### config.mk
export PLATFORM = sky130hd
export DESIGN_NAME = rtcp_register_access
export DESIGN_NICKNAME = d
export VERILOG_FILES = /design/src/inc/rtcp_pkg.sv /design/src/logic/rtcp_register_access.sv
export SDC_FILE = /design/constraint.sdc
export NUM_CORES = 1
export LEC_CHECK = 0
export ABC_AREA = 1
export BUFFER_PORTS_ARGS = -buffer_cell sky130_fd_sc_hd__buf_2
export CORE_AREA = 2 2 163 165
export DETAILED_ROUTE_END_ITERATION = 8
export DIE_AREA = 0 0 165 167
export HOLD_SLACK_MARGIN = 0.12
export PLACE_DENSITY = 0.76
export SLEW_MARGIN = 10
export SYNTH_ARGS = -nofsm -noshare
export SYNTH_HDL_FRONTEND = slang
export SYNTH_SLANG_ARGS = --single-unit
### constraint.sdc
create_clock -name i_clk -period 2.56 [get_ports i_clk]
set_clock_uncertainty 0.2 [all_clocks]
set_input_delay 0.128 -clock i_clk [delete_from_list [all_inputs] [get_ports i_clk]]
set_output_delay 0.128 -clock i_clk [all_outputs]
set_load 0.03 [all_outputs]
### src/inc/rtcp_pkg.sv
// Shared constants and types for the serially accessed timekeeping register set.
// Assumes one 25 MHz clock and memory strobes that are synchronous to it.
package rtcp_pkg;

    // Clock rate of the block.
    localparam int unsigned RTCP_CLK_HZ = 25_000_000;

    // Geometry of the serial register space.
    localparam int unsigned RTCP_NUM_REGS = 8;
    localparam int unsigned RTCP_REG_W = 8;
    localparam int unsigned RTCP_IDX_W = 3;
    localparam int unsigned RTCP_PTR_W = 6;
    localparam logic [5:0] RTCP_PTR_LAST = 6'h3F;
    localparam logic [2:0] RTCP_BIT_LAST = 3'h7;
    localparam logic [5:0] RTCP_PTR_FIRST = 6'h00;

    // Register indices in transfer order.
    localparam logic [2:0] RTCP_IDX_HOURS_AND_FORMAT = 3'h3;
    localparam logic [2:0] RTCP_IDX_WEEKDAY_AND_CONTROL = 3'h4;

    // Field positions.
    localparam int unsigned RTCP_HOUR_FMT_BIT = 7;
    localparam int unsigned RTCP_HOUR_PM_BIT = 5;
    localparam int unsigned RTCP_DAY_ABORT_IGN_BIT = 4;
    localparam int unsigned RTCP_DAY_OSC_STOP_BIT = 5;

    // Bits that exist in each register; the others always read zero.
    localparam logic [63:0] RTCP_LIVE_MASKS = 64'hFF1F_3F37_BF7F_7FFF;

    // Delivered state: control bits of the weekday register set, all else zero.
    localparam logic [63:0] RTCP_RESET_REGS = 64'h0000_0030_0000_0000;

    // Commit FIFO shape.
    localparam int unsigned RTCP_FIFO_DEPTH = 16;
    localparam int unsigned RTCP_FIFO_W = 11;

    // Sequencer states.
    typedef enum logic [1:0] {
        RTCP_ST_MATCH = 2'b00,
        RTCP_ST_MISS = 2'b01,
        RTCP_ST_XFER = 2'b10
    } rtcp_state_t;

endpackage

### src/logic/rtcp_register_access.sv
// Serial register access behind a memory socket, with its byte commit FIFO.
// Assumes chip enable, output enable, write enable, abort and power-fail are
// synchronous to i_clk and that each memory cycle spans at least one clock.
// Assumes also that the host keeps to the unlock protocol: one read, then the
// pattern writes, then whole bytes; anything else is dropped, never stored.
// Time counting itself lives in the timekeeping core fed by the register views.
// Between memory cycles the strobes must return high for at least one clock.
`timescale 1ns/100ps

module rtcp_fifo #(
    parameter int unsigned WIDTH = 11,
    parameter int unsigned DEPTH = 16
) (
    // Clock and reset.
    input wire logic i_clk,
    input wire logic i_nrst,
    // Discard everything held.
    input wire logic i_flush,
    // Filling side.
    input wire logic i_in_valid,
    input wire logic [WIDTH-1:0] i_in_data,
    output logic o_in_ready,
    // Draining side.
    output logic o_out_valid,
    output logic [WIDTH-1:0] o_out_data,
    input wire logic i_out_ready
);
    // Address width of the storage; DEPTH is a power of two so pointers wrap.
    localparam int unsigned AW = $clog2(DEPTH);

    // Whole buffer state, storage included, registered as one word.
    // The count has one spare bit so that full and empty differ.
    typedef struct packed {
        logic [DEPTH-1:0][WIDTH-1:0] mem;
        logic [AW-1:0] rd;
        logic [AW-1:0] wr;
        logic [AW:0] cnt;
    } rtcp_fifo_st_t;

    rtcp_fifo_st_t st_q;
    rtcp_fifo_st_t st_d;
    // Handshakes that actually move a word this cycle.
    logic push;
    logic pop;

    // Full and empty come straight from the occupancy count.
    assign o_in_ready = (st_q.cnt != (AW + 1)'(DEPTH));
    assign o_out_valid = (st_q.cnt != '0);
    assign o_out_data = st_q.mem[st_q.rd];
    assign push = i_in_valid && o_in_ready;
    assign pop = o_out_valid && i_out_ready;

    // Pointer and count update; a flush empties the buffer.
    always_comb begin
        st_d = st_q;
        if (push) begin
            st_d.mem[st_q.wr] = i_in_data;
            st_d.wr = st_q.wr + 1'b1;
        end
        if (pop) begin
            st_d.rd = st_q.rd + 1'b1;
        end
        // A push and a pop in one cycle leave the count unchanged.
        st_d.cnt = st_q.cnt + (AW + 1)'(push) - (AW + 1)'(pop);
        // Flush wins over a push in the same cycle, so a dropped byte never lands.
        // Stale words stay in storage but can no longer be read.
        if (i_flush) begin
            st_d.rd = '0;
            st_d.wr = '0;
            st_d.cnt = '0;
        end
    end

    // State register.
    always_ff @(posedge i_clk or negedge i_nrst) begin
        if (!i_nrst) begin
            st_q <= '0;
        end else begin
            st_q <= st_d;
        end
    end
endmodule // rtcp_fifo

module rtcp_register_access import rtcp_pkg::*; #(
    // Unlock comparison pattern, bit 0 sent first.
    parameter logic [63:0] UNLOCK_PATTERN = 64'h0123_4567_89AB_CDEF
) (
    // Clock and reset.
    input wire logic i_clk,
    input wire logic i_nrst,
    // Memory cycle strobes from the host, active low.
    input wire logic i_ce_n,
    input wire logic i_oe_n,
    input wire logic i_we_n,
    // Serial data pin split into its three signals.
    input wire logic i_serial_bit_line,
    output logic o_serial_bit_line,
    output logic o_serial_bit_line_oe,
    // Abort pin, active low.
    input wire logic i_abort_n,
    // Supply below power_fail_threshold, active high.
    input wire logic i_power_fail_threshold,
    // Conditioned chip enable to the memory, active low.
    output logic o_mem_ce_n,
    // Register state seen by the timekeeping core.
    output logic [63:0] o_time_regs,
    output logic o_hour_12_mode,
    output logic o_hour_pm,
    output logic o_osc_run,
    output logic o_clock_access
);
    // All state of the block outside the commit FIFO in one word: sequencer, cycle capture, serial
    // shifter, pending byte and the live registers. Everything a cycle does
    // is decided at the clock edge where that cycle ends, so a host that holds
    // a strobe for many clocks still counts as one bit.
    typedef struct packed {
        rtcp_state_t state;
        logic [RTCP_PTR_W-1:0] ptr;
        // Capture of the memory cycle in progress.
        logic cyc_act;
        logic cyc_wr;
        logic cyc_data;
        // Serial shifter and the byte it hands to the buffer.
        logic [RTCP_REG_W-1:0] shadow;
        logic wr_seen;
        logic push;
        logic [RTCP_FIFO_W-1:0] push_data;
        logic out_bit;
        // Live timekeeping registers, register 0 in the low byte.
        logic [RTCP_NUM_REGS-1:0][RTCP_REG_W-1:0] regs;
    } rtcp_st_t;

    rtcp_st_t st_q;
    rtcp_st_t st_d;
    logic act;
    logic cyc_done;
    logic abort;
    logic fifo_in_ready;
    logic fifo_out_valid;
    logic [RTCP_FIFO_W-1:0] fifo_out_data;
    logic drain_ready;
    logic flush;
    logic in_xfer;
    logic cyc_blocked;
    logic [RTCP_IDX_W-1:0] cur_idx;
    logic [RTCP_REG_W-1:0] cur_byte;
    logic [RTCP_IDX_W-1:0] commit_idx;
    logic [RTCP_REG_W-1:0] commit_byte;

    // Returns the readable bits of one register, unused positions zeroed.
    // Used on commit as well as on read, so an unused bit never becomes live.
    function automatic logic [RTCP_REG_W-1:0] live_bits(
        input logic [RTCP_IDX_W-1:0] idx,
        input logic [RTCP_REG_W-1:0] v
    );
        live_bits = v & RTCP_LIVE_MASKS[idx*RTCP_REG_W +: RTCP_REG_W];
    endfunction

    // Register number addressed by a transfer pointer.
    function automatic logic [RTCP_IDX_W-1:0] reg_of(input logic [RTCP_PTR_W-1:0] p);
        reg_of = p[RTCP_PTR_W-1 -: RTCP_IDX_W];
    endfunction

    // Bit number within that register; the low bits step first.
    function automatic logic [RTCP_IDX_W-1:0] bit_of(input logic [RTCP_PTR_W-1:0] p);
        bit_of = p[RTCP_IDX_W-1:0];
    endfunction

    // A memory cycle is active while chip enable and a direction strobe are low and power is good.
    assign act = !i_ce_n && (!i_oe_n || !i_we_n) && !i_power_fail_threshold;
    assign cyc_done = st_q.cyc_act && !act;
    assign abort = !st_q.regs[RTCP_IDX_WEEKDAY_AND_CONTROL][RTCP_DAY_ABORT_IGN_BIT]
        && !i_abort_n;
    assign flush = abort && (st_q.state == RTCP_ST_XFER);
    // Bytes are committed only between transfers and while power is good.
    // A commit during power fail could tear a register, so it waits.
    assign drain_ready = (st_q.state != RTCP_ST_XFER) && !i_power_fail_threshold;

    // Transfer phase, and a cycle end that is lost while a pending byte meets a full buffer.
    assign in_xfer = (st_q.state == RTCP_ST_XFER);
    assign cyc_blocked = st_q.push && !fifo_in_ready;

    // Byte under the pointer as the host may read it.
    assign cur_idx = reg_of(st_q.ptr);
    assign cur_byte = live_bits(cur_idx, st_q.regs[cur_idx]);

    // Buffered byte split into its register number and its value.
    // The value is kept as written apart from its unused bits; the host supplies the decimal digits.
    assign commit_idx = fifo_out_data[RTCP_REG_W +: RTCP_IDX_W];
    assign commit_byte = live_bits(commit_idx, fifo_out_data[RTCP_REG_W-1:0]);

    // Byte commit buffer between the serial shifter and the live registers.
    rtcp_fifo #(
        .WIDTH(RTCP_FIFO_W),
        .DEPTH(RTCP_FIFO_DEPTH)
    ) u_fifo (
        .i_clk(i_clk),
        .i_nrst(i_nrst),
        .i_flush(flush),
        .i_in_valid(st_q.push),
        .i_in_data(st_q.push_data),
        .o_in_ready(fifo_in_ready),
        .o_out_valid(fifo_out_valid),
        .o_out_data(fifo_out_data),
        .i_out_ready(drain_ready)
    );

    // Sequencer: recognition, clock transfer and byte commit.
    always_comb begin
        st_d = st_q;
        // Latch the cycle kind and the last data seen while it is active.
        if (act) begin
            st_d.cyc_act = 1'b1;
            st_d.cyc_wr = !i_we_n;
            st_d.cyc_data = i_serial_bit_line;
        end else begin
            st_d.cyc_act = 1'b0;
        end
        // A pending byte leaves once the buffer takes it.
        if (st_q.push && fifo_in_ready) begin
            st_d.push = 1'b0;
        end
        // Present the addressed bit for the next read.
        st_d.out_bit = cur_byte[bit_of(st_q.ptr)];
        // Commit a buffered byte; commits run only outside transfers, so a
        // cut transfer leaves nothing behind in the live registers.
        if (fifo_out_valid && drain_ready) begin
            st_d.regs[commit_idx] = commit_byte;
        end
        // Abort outranks a cycle end in the same clock, so that cycle is lost too.
        // In a transfer the buffer is flushed alongside, through the flush signal above.
        if (abort) begin
            // Recognition or transfer is dropped without touching registers.
            st_d.state = RTCP_ST_MATCH;
            st_d.ptr = RTCP_PTR_FIRST;
            st_d.wr_seen = 1'b0;
            st_d.push = 1'b0;
        // Each cycle is processed once, at the edge where it ends.
        end else if (cyc_done && !cyc_blocked) begin
            unique case (st_q.state)
                RTCP_ST_MATCH: begin
                    // A read restarts recognition; a wrong bit parks us in MISS.
                    if (!st_q.cyc_wr) begin
                        st_d.ptr = RTCP_PTR_FIRST;
                    end else if (st_q.cyc_data == UNLOCK_PATTERN[st_q.ptr]) begin
                        st_d.ptr = st_q.ptr + 1'b1;
                        if (st_q.ptr == RTCP_PTR_LAST) begin
                            st_d.state = RTCP_ST_XFER;
                            st_d.ptr = RTCP_PTR_FIRST;
                        end
                    end else begin
                        st_d.state = RTCP_ST_MISS;
                    end
                end
                RTCP_ST_MISS: begin
                    // Writes are ignored until a read re-arms recognition.
                    if (!st_q.cyc_wr) begin
                        st_d.state = RTCP_ST_MATCH;
                        st_d.ptr = RTCP_PTR_FIRST;
                    end
                end
                RTCP_ST_XFER: begin
                    // Write bits shift in; read bits keep the register's own value.
                    st_d.shadow = {(st_q.cyc_wr ? st_q.cyc_data : st_q.out_bit),
                        st_q.shadow[RTCP_REG_W-1:1]};
                    st_d.wr_seen = st_q.wr_seen || st_q.cyc_wr;
                    // A byte that saw no write is not queued, so reads change nothing.
                    if (bit_of(st_q.ptr) == RTCP_BIT_LAST) begin
                        st_d.wr_seen = 1'b0;
                        if (st_q.wr_seen || st_q.cyc_wr) begin
                            st_d.push = 1'b1;
                            st_d.push_data = {reg_of(st_q.ptr), st_d.shadow};
                        end
                    end
                    st_d.ptr = st_q.ptr + 1'b1;
                    // The last bit of the last register hands back to the memory.
                    // Queued bytes then commit one per clock.
                    if (st_q.ptr == RTCP_PTR_LAST) begin
                        st_d.state = RTCP_ST_MATCH;
                        st_d.ptr = RTCP_PTR_FIRST;
                    end
                end
                // Unused code: recover to recognition from the first bit.
                default: begin
                    st_d.state = RTCP_ST_MATCH;
                    st_d.ptr = RTCP_PTR_FIRST;
                end
            endcase
        end
    end

    // State register; registers start in their delivered state.
    // A reset in mid-run also drops any transfer and any queued byte.
    always_ff @(posedge i_clk or negedge i_nrst) begin
        if (!i_nrst) begin
            st_q <= '0;
            st_q.regs <= RTCP_RESET_REGS;
        end else begin
            st_q <= st_d;
        end
    end

    // Memory chip enable: forced off on power fail, blocked for clock cycles.
    assign o_mem_ce_n = i_power_fail_threshold ? 1'b1
        : (in_xfer ? 1'b1 : i_ce_n);
    // Power fail acts on this output directly, whatever the host is doing.

    // The pin is driven only during a read cycle of a clock transfer.
    // Writes and memory cycles leave it to the host and the memory.
    assign o_serial_bit_line_oe = (st_q.state == RTCP_ST_XFER) && act && i_we_n;
    assign o_serial_bit_line = st_q.out_bit;

    // Register views for the timekeeping core.
    // In 24-hour format bit 5 of the hours register stays a tens digit,
    // so the afternoon flag is forced low there.
    assign o_time_regs = st_q.regs;
    assign o_hour_12_mode = st_q.regs[RTCP_IDX_HOURS_AND_FORMAT][RTCP_HOUR_FMT_BIT];
    assign o_hour_pm = o_hour_12_mode
        && st_q.regs[RTCP_IDX_HOURS_AND_FORMAT][RTCP_HOUR_PM_BIT];
    assign o_osc_run = !st_q.regs[RTCP_IDX_WEEKDAY_AND_CONTROL][RTCP_DAY_OSC_STOP_BIT];
    assign o_clock_access = (st_q.state == RTCP_ST_XFER);
endmodule // rtcp_register_access

-- Word level (Yosys, flattened, before mapping)
Memory sizes are Yosys's and may differ from the RTL's.
Cells that the tools add are included.
- flip-flop bits (word level): 286
- memory bits (read-only): 64
- bits of input ports: 8
- output and inout bits: 71
- memories: 1
- memories (name ; depth ; width ; rd ports ; clocked after memory_dff ; wr ports ; RTL line ; RTL):
    (name not given) ; 64 ; 1 ; 1 ; 0 ; 0 ; rtcp_register_access.sv:245 ; end else if (st_q.cyc_data == UNLOCK_PATTERN[st_q.ptr]) begin
- add/sub/neg operators: 5
- order comparisons: 8
- equality and inequality tests: 12
- shift operators: 2
- muxes and demuxes: 36
- bitwise operators: 3
- reductions and logical operators: 38
- operator list (operator ; number):
    $bwmux W176 ; 1
    $shiftx A64 B7 Y8 const A ; 2
    $bwmux W64 ; 1
    $mux W8 ; 7
    $mux W13 ; 4
    $bmux W11 S4 ; 1
    $demux W11 S4 ; 1
    $bmux W8 S3 ; 1
    $demux W8 S3 ; 1
    $pmux W8 S3 ; 1
    $mux W11 ; 2
    $and A8 B8 Y8 ; 2
    $logic_and A1 B1 Y1 ; 15
    $lt A3 B4 Y1 const B ; 3
    $mux W12 ; 1
    $mux W6 ; 2
    $logic_not A1 Y1 ; 10
    $lt A4 B5 Y1 const B ; 2
    $reduce_and A5 Y1 ; 2
    $add A4 B1 Y4 const B ; 2
    $mux W4 ; 2
    $ne A4 B4 Y1 const B ; 2
    $reduce_bool A2 Y1 ; 4
    $lt A6 B7 Y1 const B ; 1
    other kinds (23) ; 34

-- Depth between registers and ports, before layout
Gate-level depths: netlist of the first run.
- depth after elaboration: 9
- depth in mapped cells: 16
- mapped depth without buffers: 16

-- Cells and area by module
A second synthesis of the first run with hierarchy kept.
- cell total of the unflattened synthesis: 1876
- area total of the unflattened synthesis: 14924.3 µm²
- by module, submodules not included (module ; instances ; cells each ; area each (µm²) ; seq. area each (µm²)):
    rtcp_fifo ; 1 ; 1241 ; 9505.4 ; 4729.5
    rtcp_register_access ; 1 ; 635 ; 5418.9 ; 2404.8

-- Worst setup path before layout of the first run
Ideal clock, no wire load.
- path kind: reg-to-reg
- start: reg st_q[96] (netlist name)
- end: reg u_fifo.st_q[4] (netlist name)
- library setup time: 0.131 ns
- arrival time: 2.788 ns
- data required time: 2.229 ns
- slack: -0.560 ns
- cell stages (with the launch flop): 17
- buffers on the path: 0
- period minus slack after synthesis: 3.120 ns
- cells stage by stage: dfrtp_1 inv_1 nor2_1 inv_1 nand3_2 inv_1 ha_1 inv_1 ha_1 fa_1 nand2_1 inv_1 nor2_1 nor2_1 nor2_1 xor2_1 nor2_1
- RTL lines (element ; RTL line ; RTL):
    start, declared ; rtcp_register_access.sv:133 ; rtcp_st_t st_q;
    start signal, assigned ; rtcp_register_access.sv:299 ; st_q <= st_d;
    end signal, assigned ; rtcp_register_access.sv:79 ; st_q <= st_d;
    end, declared ; rtcp_register_access.sv:40 ; rtcp_fifo_st_t st_q;

==> run_results.csv, run 1 <==
group,metric,value,unit
placement,gp_congestion,0.922,
synthesis,synth_top_family_by_area,"simple AND/OR/NAND/NOR gates",
clocking,cts_sinks,285,
synthesis,seq_area_frac_synth,0.504,
global_routing,grt_antenna_before_repair,0,
die,design.core.area,25800,sq um
synthesis,yosys.area_share.simple,0.215,
run,maxCapViolations,0,
finish,syn2layout_area_growth,14.7,%
route,via_count,12500,
pwr,combPwrFrac,0.415,
synthesis,ys_warn_count,0,
synthesis,synth-adder-area-share,0.0244,
pwr,power_density,1100,nW/um^2
finish,fin_util,0.630,
pwr,power.total,17.8,mW
critical_path,critPathLaunchType,"register",
sta,period_share,1.05,
global_routing,grt_pass1_wl,62600,um
route,wirelength,39200,um
critical_path,cpLargestDelayFamily,"adder cells",
finish,antenna_cells,0,
clocking,cts_buffers,29,
clocking,clk_latency,570,ps
synthesis,ys_ff_latch,285,
critical_path,cpMostUsedCell,"nor2_1",
route,drt-initial-drc-count,1448,
die,ioPinCount,79,
pwr,clkPwrFrac,0.272,
synthesis,synth_compound_area_frac,0.160,
sta,min_period,2700,ps
finish,final_area,16200,sq um
critical_path,startpoint,"u_fifo.st_q[2]",
synthesis,synthMuxAreaShare,0,
die,die_area,27600,sq um
placement,pre_cts_ws,-87.8,ps
synthesis,synthesis.area,14200,sq um
route,vias_per_cell,5.78,
route,drt_pass1_iterations,5,
synthesis,synth.net_count,1799,
global_routing,grt_max_degree,73,
die,die_x,165,um
sta,timing_worst_slew_pin_value,643,ps
die,dieHeight,167,um
critical_path,worstReg2RegStart,"u_fifo.st_q[2]",
finish,drive_gt1_frac,0.147,
die,fp-row-count,59,
critical_path,cp_cell_sequence,"inv_2 > ha_4 > nand4_1 > nand3_4 > inv_4 > ha_4 > inv_2 > ha_4 > fa_2 > nand2_1 > inv_1 > nor2_1 > nor2_1 > nor2_1 > xor2_1 > nor2_1",
critical_path,critPathMaxStageDelay,400,ps
clocking,tritoncts,"built",
route,wire_per_inst,18.1,um
sta,setup_violations,1,
synthesis,synth.avg_cell_area,8.03,sq um
min_path,min_from,"i_oe_n",
clocking,root_buffer,"clkbuf_16",
global_routing,grt_pass1_vias,12000,
pwr,power_switching,7.24,mW
sta,max_freq,0.371,GHz
synthesis,yosysUniqueCellTypes,37,
pwr,vdd_ir_drop_max,0.000706,V
die,initial_core_util,0.550,
placement,dp_hpwl,25300,um
global_routing,overflow,0,
critical_path,cp_num_buf_inv,4,
route,drc,0,
clocking,clock_path_buffers,3,
critical_path,path_class,"reg -> reg",
synthesis,synth-xor-area-share,0.00371,
synthesis,syn_inst,1764,
sta,hold_ws,261,ps
clocking,clkSlewWorstSetupHoldPaths,60,ps
sta,finalHoldViolCount,0,
critical_path,worst_ep_required_time,2790,ps
sta,layout_setup_ws,-139,ps
critical_path,arrival,2930,ps
clocking,cts-htree-levels,1,
placement,io_buffers,78,
sta,rsz0062_at_grt,"yes",
finish,nets,1841,
status,failed_checks,"setup timing",
min_path,hold_class,"in -> reg",
critical_path,slowest_stage,"fa_2",
route,ant_nets,0,
global_routing,grtUsageTotal,0.284,
pwr,p_int,10.6,mW
sta,slew_headroom,0.571,
sta,slew_violations,0,
critical_path,worst_setup_path_end_kind,"register",
pwr,power.leakage,7.77,nW
pwr,switching_share,0.407,
critical_path,cp_max_fo,2,
placement,placed_area,14700,sq um
status,status,"finished, violations left",
pwr,pwr-share-seq,0.313,
-- logic make-up (layout without fill, tap and decap cells) --
logic type      Yosys count  count (layout)
buf+inv                 269             333
fa+ha+maj                27              27
flops                   285             285
simple gates            752             753
xor+xnor                  6               6
compound gates          425             425
-- cells in the final DEF, fill, tap and decap left out, types with 4 or more instances in the layout --
cell	count
nand2_1	447
o21ai_0	318
dfrtp_1	281
nor2_1	176
nand3_1	89
inv_1	82
buf_2	77
buf_4	73
o211ai_1	33
clkbuf_16	30
o21ai_1	29
a21oi_1	26
ha_1	23
inv_2	15
dlygate4sd3_1	13
buf_12	12
nand4_1	8
clkbuf_8	8
nor2_4	7
o22ai_1	7
bufinv_16	7
nand2_4	6
clkbuf_1	5
nand2_2	4
xor2_1	4
nor3_1	4
nand3_2	4
o221ai_1	4
-- sequential cells by signal (all words and copies together), names as in the netlist --
| signal | flops |
|---|---|
| o_hour_12_mode | 1 |
| st_q | 28 |
| u_fifo.st_q | 189 |
| o_serial_bit_line | 1 |
| cur_idx | 3 |
| o_time_regs | 63 |
-- layer usage --
metal	global-route usage	share of wire
met1	0.372	0.41
met2	0.464	0.47
met3	0.0483	0.070
met4	0.126	0.046
met5	0	0
-- final cells by class --
cell class                      instances  area [sq um]
Timing Repair Buffer                  177          1340
Sequential cell                       285          7140
Clock inverter                         12           259
Multi-Input combinational cell       1211          5840
Tap cell                              335           419
Fill cell                            2091          9520
Clock buffer                           42           855
Inverter                              102           390
-- worst min-delay path, stage by stage --
cell	delay, ps
buf_2	70
nand2_1	40
nand2_1	50
inv_1	70
dlygate4sd3_1	580
-- synth_stat cells --
master	number	area share
nor3_1	4	0.0014
nor4_1	1	0.00044
buf_6	2	0.0016
nand3_2	1	0.00071
nor2_2	3	0.0013
dfstp_2	2	0.0037
buf_1	1	0.00026
o21a_1	2	0.0011
a21o_1	1	0.00053
and2_1	1	0.00044
xor2_1	4	0.0025
nor2_4	4	0.0032
nand2b_1	1	0.00044
o21ai_0	319	0.11
o221ai_1	4	0.0025
o21ai_2	3	0.0019
a21oi_1	26	0.0092
a21oi_2	2	0.0012
nor2_1	178	0.047
o22ai_1	7	0.0031
buf_4	72	0.038
nand2_2	5	0.0022
ha_1	26	0.023
fa_1	1	0.0014
nand4_1	8	0.0035
inv_2	11	0.0029
o21ai_1	28	0.0099
xnor2_1	2	0.0012
buf_2	23	0.0081
inv_1	88	0.023
dfrtp_1	283	0.50
clkbuf_1	69	0.018
nand2_1	450	0.12
nand3_1	94	0.033
clkinv_1	3	0.00080
nand2_4	2	0.0016
o211ai_1	33	0.017
-- through the flow --
stage	TNS, ps	instances
after global routing	-561	2164
after floorplan	-45.0	1764
final	-139	2164
after CTS	-38.9	2149
after detailed placement	-87.8	2081
after global placement	-0.435	2081
-- power by group through the flow --
stage	Clock [mW]	Sequential, mW	Combinational [mW]
2_1_floorplan	0	5.45	5.00
3_3_place_gp	0	5.60	6.51
3_5_place_dp	0	5.61	6.64
4_1_cts	4.89	5.54	6.76
5_1_grt	5.08	5.61	8.06
6_report	4.84	5.56	7.39
-- timing repair --
item                                    CTS  global route
endpoints found under the setup margin    8            69
pin swaps                                 3            16
gates resized for setup                   3            28
endpoints found under the hold margin   300             0
hold buffers                             13             0
buffers inserted                          1            13
cloned                                    0             2
-- path summary, 6_finish.rpt --
check / endpoint / slack (ps) / depth (start not counted)
hold reg to reg: o_time_regs[37] / 280 / 2
setup / recovery: u_fifo.st_q[4] / -140 / 16
hold / removal: st_q[88] / 260 / 5
setup reg to reg: u_fifo.st_q[4] / -140 / 16
min in group asynchronous: u_fifo.st_q[180] / 450 / 3
max in group asynchronous: u_fifo.st_q[23] / 860 / 4
(Power assumes the default switching activity.)
==> run 2, diff against run 1 <==
- CORE_AREA: 2 2 163 165 -> 2 2 205 207
- DIE_AREA: 0 0 165 167 -> 0 0 207 209
- PLACE_DENSITY: 0.76 -> default
==> run_results.csv, run 2 (synthesis results as in run 1) <==
group,metric,value,unit
finish,largest_register,"u_fifo.st_q",
clocking,cts-htree-levels,2,
sta,max_freq,0.380,GHz
die,fp-row-count,75,
pwr,power_density,1060,nW/um^2
clocking,clk_latency,520,ps
critical_path,critPathLaunchType,"register",
critical_path,cpMostUsedCell,"nor2_1",
critical_path,cpLargestDelayFamily,"adder cells",
sta,slew_violations,0,
clocking,tritoncts,"built",
route,via_count,11900,
die,die_area,43300,sq um
pwr,vdd_ir_drop_max,0.000416,V
critical_path,worstReg2RegStart,"u_fifo.st_q[3]",
critical_path,critPathMaxStageDelay,400,ps
route,drt-initial-drc-count,1021,
route,drt_pass1_iterations,5,
clocking,clkSlewWorstSetupHoldPaths,50,ps
clocking,clock_path_buffers,3,
route,vias_per_cell,5.01,
route,wire_per_inst,16.5,um
critical_path,cp_num_buf_inv,4,
sta,slew_headroom,0.560,
sta,tns,-70.4,ps
finish,final_cell_mix,"nand2_1 (445), o21ai_0 (319), dfrtp_1 (282)",
critical_path,cp_cell_sequence,"inv_2 > ha_4 > nand4_1 > nand3_4 > inv_4 > ha_4 > inv_2 > ha_4 > fa_2 > nand2_2 > inv_2 > nor2_1 > nor2_1 > nor2_1 > xor2_1 > nor2_1",
clocking,cts_sinks,285,
finish,final_common_cell,"nand2_1",
critical_path,slowest_stage,"dfrtp_1",
route,ant_nets,0,
status,failed_checks,"setup timing",
route,drc,0,
run,maxCapViolations,0,
global_routing,overflow,0,
global_routing,grtUsageTotal,0.178,
sta,period_share,1.03,
clocking,root_buffer,"clkbuf_16",
finish,syn2layout_area_growth,16.4,%
finish,antenna_cells,0,
sta,setup_violations,1,
sta,finalHoldViolCount,0,
global_routing,grt_pass1_vias,11500,
critical_path,reg2regPathDepth,16,
min_path,hold_class,"reg -> reg",
critical_path,rrSetupSlack,-70,ps
placement,gp_congestion,0.905,
finish,fin_util,0.399,
min_path,min_to,"u_fifo.st_q[27]",
finish,nets,1845,
global_routing,grt_pass1_wl,62800,um
critical_path,cp_max_fo,2,
min_path,min_from,"u_fifo.st_q[27]",
sta,rsz0062_at_grt,"yes",
placement,pre_cts_ws,-67.6,ps
die,initial_core_util,0.343,
route,wirelength,39200,um
clocking,cts_buffers,35,
die,dieHeight,209,um
finish,nFillCells,4133,
min_path,hold_path_depth,2,
critical_path,path_class,"reg -> reg",
die,design.core.area,41300,sq um
critical_path,worst_setup_path_end_kind,"register",
sta,timing_worst_slew_pin_value,661,ps
global_routing,grt_antenna_before_repair,0,
die,die_x,207,um
placement,dp_hpwl,26200,um
finish,drive_gt1_frac,0.150,
finish,largest_reg_flops,189,
global_routing,grt_max_degree,73,
critical_path,startpoint,"u_fifo.st_q[3]",
status,status,"finished, violations left",
pwr,power.total,17.5,mW
sta,layout_setup_ws,-70.4,ps
placement,io_buffers,78,
die,ioPinCount,79,
pwr,power.leakage,7.79,nW
critical_path,arrival,2820,ps
critical_path,worst_ep_required_time,2750,ps
critical_path,r2r_end,"u_fifo.st_q[4]",
sta,min_period,2630,ps
-- run 2: cell count changes in the layout (fill, tap and decap cells not counted), moves of 2 or more --
cell,previous run,this run
nand2_1,447,445
buf_12,12,9
clkinv_2,1,7
bufinv_16,7,1
clkbuf_16,30,38
-- run 2: worst max path at each step --
stage                      end  slack, ps  cells after the start
3_5_place_dp   o_time_regs[63]        -70                     13
5_1_grt         u_fifo.st_q[4]       -220                     16
6_report        u_fifo.st_q[4]        -70                     16
2_1_floorplan   u_fifo.st_q[4]        -40                     16
4_1_cts         u_fifo.st_q[4]          3                     16
3_3_place_gp    u_fifo.st_q[4]        -20                     16
-- run 2: final cells by class --
| class | count | area (sq um) | area share |
|---|---|---|---|
| well taps | 539 | 674 | 0.0409 |
| inverters | 102 | 390 | 0.0237 |
| clock inverters | 12 | 106 | 0.00645 |
| multi-input cells | 1210 | 5830 | 0.354 |
| flip-flops and latches | 285 | 7140 | 0.433 |
| repair buffers | 176 | 1320 | 0.0799 |
| clock buffers | 49 | 1030 | 0.0625 |
-- run 2: timing repair --
item	4_1_cts	5_1_grt
hold buffers	12	0
hold endpoints to repair	295	0
pin swaps	3	12
cloned	0	2
setup buffers	1	10
endpoints found under the setup margin	9	39
gates resized for setup	6	22
-- run 2: worst min-delay path, delay by kind of cell (launching register included) --
kind	cells	cell delay, ps
DFF	1	340
and+or+nand+nor	1	50
AOI/OAI and AO/OA	1	60
-- run 2: per-stage QoR --
step | area (sq um) | hold slack, ps | std cells
final | 16500 | 282 | 2373
after global routing | 16500 | 304 | 2373
after CTS | 16300 | 268 | 2361
after detailed placement | 15000 | -28.1 | 2287
after global placement | 15000 | -33.6 | 2287
after floorplan | 14200 | -368 | 1764
-- run 2: where the power goes --
part           switching (mW)  internal [mW]  leakage, nW
logic                    4.73           2.33         3.37
registers               0.506           5.05         3.85
clock network            1.93           2.91        0.564
total                    7.17           10.3         7.79
-- run 2: layer usage --
metal	up-vias	GRT usage	wire, um
met4	0	0.0510	914
met2	363	0.296	18500
met3	60	0.0240	2190
met1	5679	0.243	17600
li1	5787	-	-
met5	-	0	0
==> run 3, diff against run 2 <==
- CTS_CLUSTER_SIZE: default -> 10
- PLACE_DENSITY: default -> 0.5
==> run_results.csv, run 3 (synthesis results as in run 1) <==
group,metric,value,unit
critical_path,worstReg2RegStart,"u_fifo.st_q[3]",
clocking,clock_path_buffers,3,
route,drt-initial-drc-count,760,
placement,gp_congestion,0.855,
critical_path,cp_max_fo,2,
placement,placed_area,15100,sq um
route,vias_per_cell,4.98,
run,maxCapViolations,0,
pwr,power_switching,7.40,mW
route,ant_nets,0,
sta,min_period,2560,ps
critical_path,reg2regPathDepth,16,
min_path,min_from,"u_fifo.st_q[24]",
pwr,clkPwrFrac,0.265,
critical_path,path_class,"reg -> reg",
clocking,cts-htree-levels,2,
critical_path,worst_ep_required_time,2770,ps
finish,syn2layout_area_growth,17.2,%
die,ioPinCount,79,
min_path,hold_class,"reg -> reg",
status,status,"finished, violations left",
global_routing,grt_max_degree,69,
sta,setup_violations,1,
pwr,power_density,1070,nW/um^2
die,initial_core_util,0.343,
finish,largest_reg_flops,189,
critical_path,worst_setup_path_end_kind,"register",
finish,antenna_cells,0,
pwr,combPwrFrac,0.423,
min_path,hold_path_depth,2,
clocking,tritoncts,"built",
sta,finalHoldViolCount,0,
route,wire_per_inst,17.7,um
route,drt_pass1_iterations,5,
clocking,cts_sinks,285,
finish,final_cell_mix,"nand2_1 (446), o21ai_0 (312), dfrtp_1 (282)",
route,wirelength,42100,um
finish,final_area,16600,sq um
die,die_x,207,um
placement,dp_hpwl,27400,um
pwr,p_int,10.4,mW
critical_path,r2r_end,"u_fifo.st_q[4]",
placement,dpl.cell_count,2292,
critical_path,critPathLaunchType,"register",
clocking,cts_buffers,36,
pwr,pwr-share-seq,0.313,
finish,nFillCells,4255,
global_routing,grt_pass1_wl,66700,um
critical_path,arrival,2780,ps
global_routing,grt_antenna_before_repair,0,
die,design.core.area,41300,sq um
die,die_area,43300,sq um
finish,drive_gt1_frac,0.153,
sta,hold_ws,279,ps
finish,nets,1856,
route,via_count,11800,
status,failed_checks,"setup timing",
sta,rsz0062_at_grt,"yes",
finish,largest_register,"u_fifo.st_q",
die,dieHeight,209,um
clocking,root_buffer,"clkbuf_16",
clocking,clkSlewWorstSetupHoldPaths,50,ps
sta,max_freq,0.390,GHz
global_routing,grtUsageTotal,0.193,
sta,period_share,1.00,
die,fp-row-count,75,
pwr,power.leakage,7.84,nW
finish,fin_util,0.402,
sta,layout_setup_ws,-4.77,ps
critical_path,rrSetupSlack,-5,ps
clocking,clk_latency,540,ps
pwr,switching_share,0.416,
sta,tns,-4.77,ps
global_routing,grt_pass1_vias,11500,
finish,final_common_cell,"nand2_1",
min_path,min_to,"u_fifo.st_q[24]",
pwr,vdd_ir_drop_max,0.000496,V
global_routing,overflow,0,
placement,io_buffers,78,
sta,slew_violations,0,
finish,fin_cells,2373,
sta,slew_headroom,0.597,
sta,timing_worst_slew_pin_value,604,ps
route,drc,0,
-- run 3: changes by cell type in the layout (fill, tap and decap cells not counted), sizes merged --
cell      previous run  this run
buf                162       168
clkinv              13         7
clkbuf              51        49
inv                 99       101
clkinvlp             1         0
nand2              457       458
-- run 3: critical path, cell delays in order, from the launching register on --
cell     delay (ps)
dfrtp_1         380
inv_2            80
ha_4            130
nand4_1         120
nand3_4         110
inv_4            40
ha_4            260
inv_2            40
ha_4            150
fa_2            340
nand2_2          80
inv_2            40
nor2_2           80
nor2_1           50
nor2_1          120
xor2_1          160
nor2_1           50
-- run 3: timing repair --
action	CTS	global route
hold endpoints to repair	299	0
buffers inserted	1	10
hold buffers	13	0
cloned	0	6
pin swaps	6	13
resized for setup	10	36
setup endpoints to repair	7	61
-- run 3: power groups by stage --
| stage | Sequential, mW | Clock [mW] | Combinational [mW] |
|---|---|---|---|
| after global placement | 5.61 | 0 | 6.90 |
| after global routing | 5.63 | 5.00 | 8.28 |
| after detailed placement | 5.62 | 0 | 6.95 |
| after CTS | 5.54 | 4.82 | 7.07 |
| after floorplan | 5.45 | 0 | 5.00 |
| final | 5.56 | 4.70 | 7.51 |
-- run 3: worst max path at each step --
| stage | slack, ps | to | from | cells after the start |
|---|---|---|---|---|
| final | -5 | u_fifo.st_q[4] | u_fifo.st_q[3] | 16 |
| after global routing | -100 | u_fifo.st_q[4] | u_fifo.st_q[3] | 16 |
| after CTS | -20 | u_fifo.st_q[4] | u_fifo.st_q[3] | 16 |
| after detailed placement | -40 | u_fifo.st_q[4] | u_fifo.st_q[2] | 16 |
| after global placement | -50 | u_fifo.st_q[4] | u_fifo.st_q[2] | 16 |
| after floorplan | -40 | u_fifo.st_q[4] | st_q[96] | 16 |
-- run 3: per-stage QoR --
stage                     power (mW)  worst slack [ps]
final                           17.8             -4.77
after CTS                       17.4             -19.1
after detailed placement        12.6             -41.9
after floorplan                 10.4             -45.0
after global placement          12.5             -48.2
after global routing            18.9             -96.7
-- run 3: cell type report --
type                            count  area (sq um)  share of cell area
Clock buffer                       45           965              0.0581
Clock inverter                      6          88.8             0.00535
Inverter                          102           390              0.0235
Multi-Input combinational cell   1211          5840               0.352
Sequential cell                   285          7140               0.430
Tap cell                          539           674              0.0406
Timing Repair Buffer              184          1500              0.0902
Timing Repair inverter              1          5.00            0.000302
-- run 3: routing by layer --
layer	GRT usage	share of wire	vias to the layer above
li1	-	-	5801
met1	0.260	0.46	5716
met2	0.324	0.47	243
met3	0.0258	0.041	59
met4	0.0606	0.025	0
met5	0	0	-
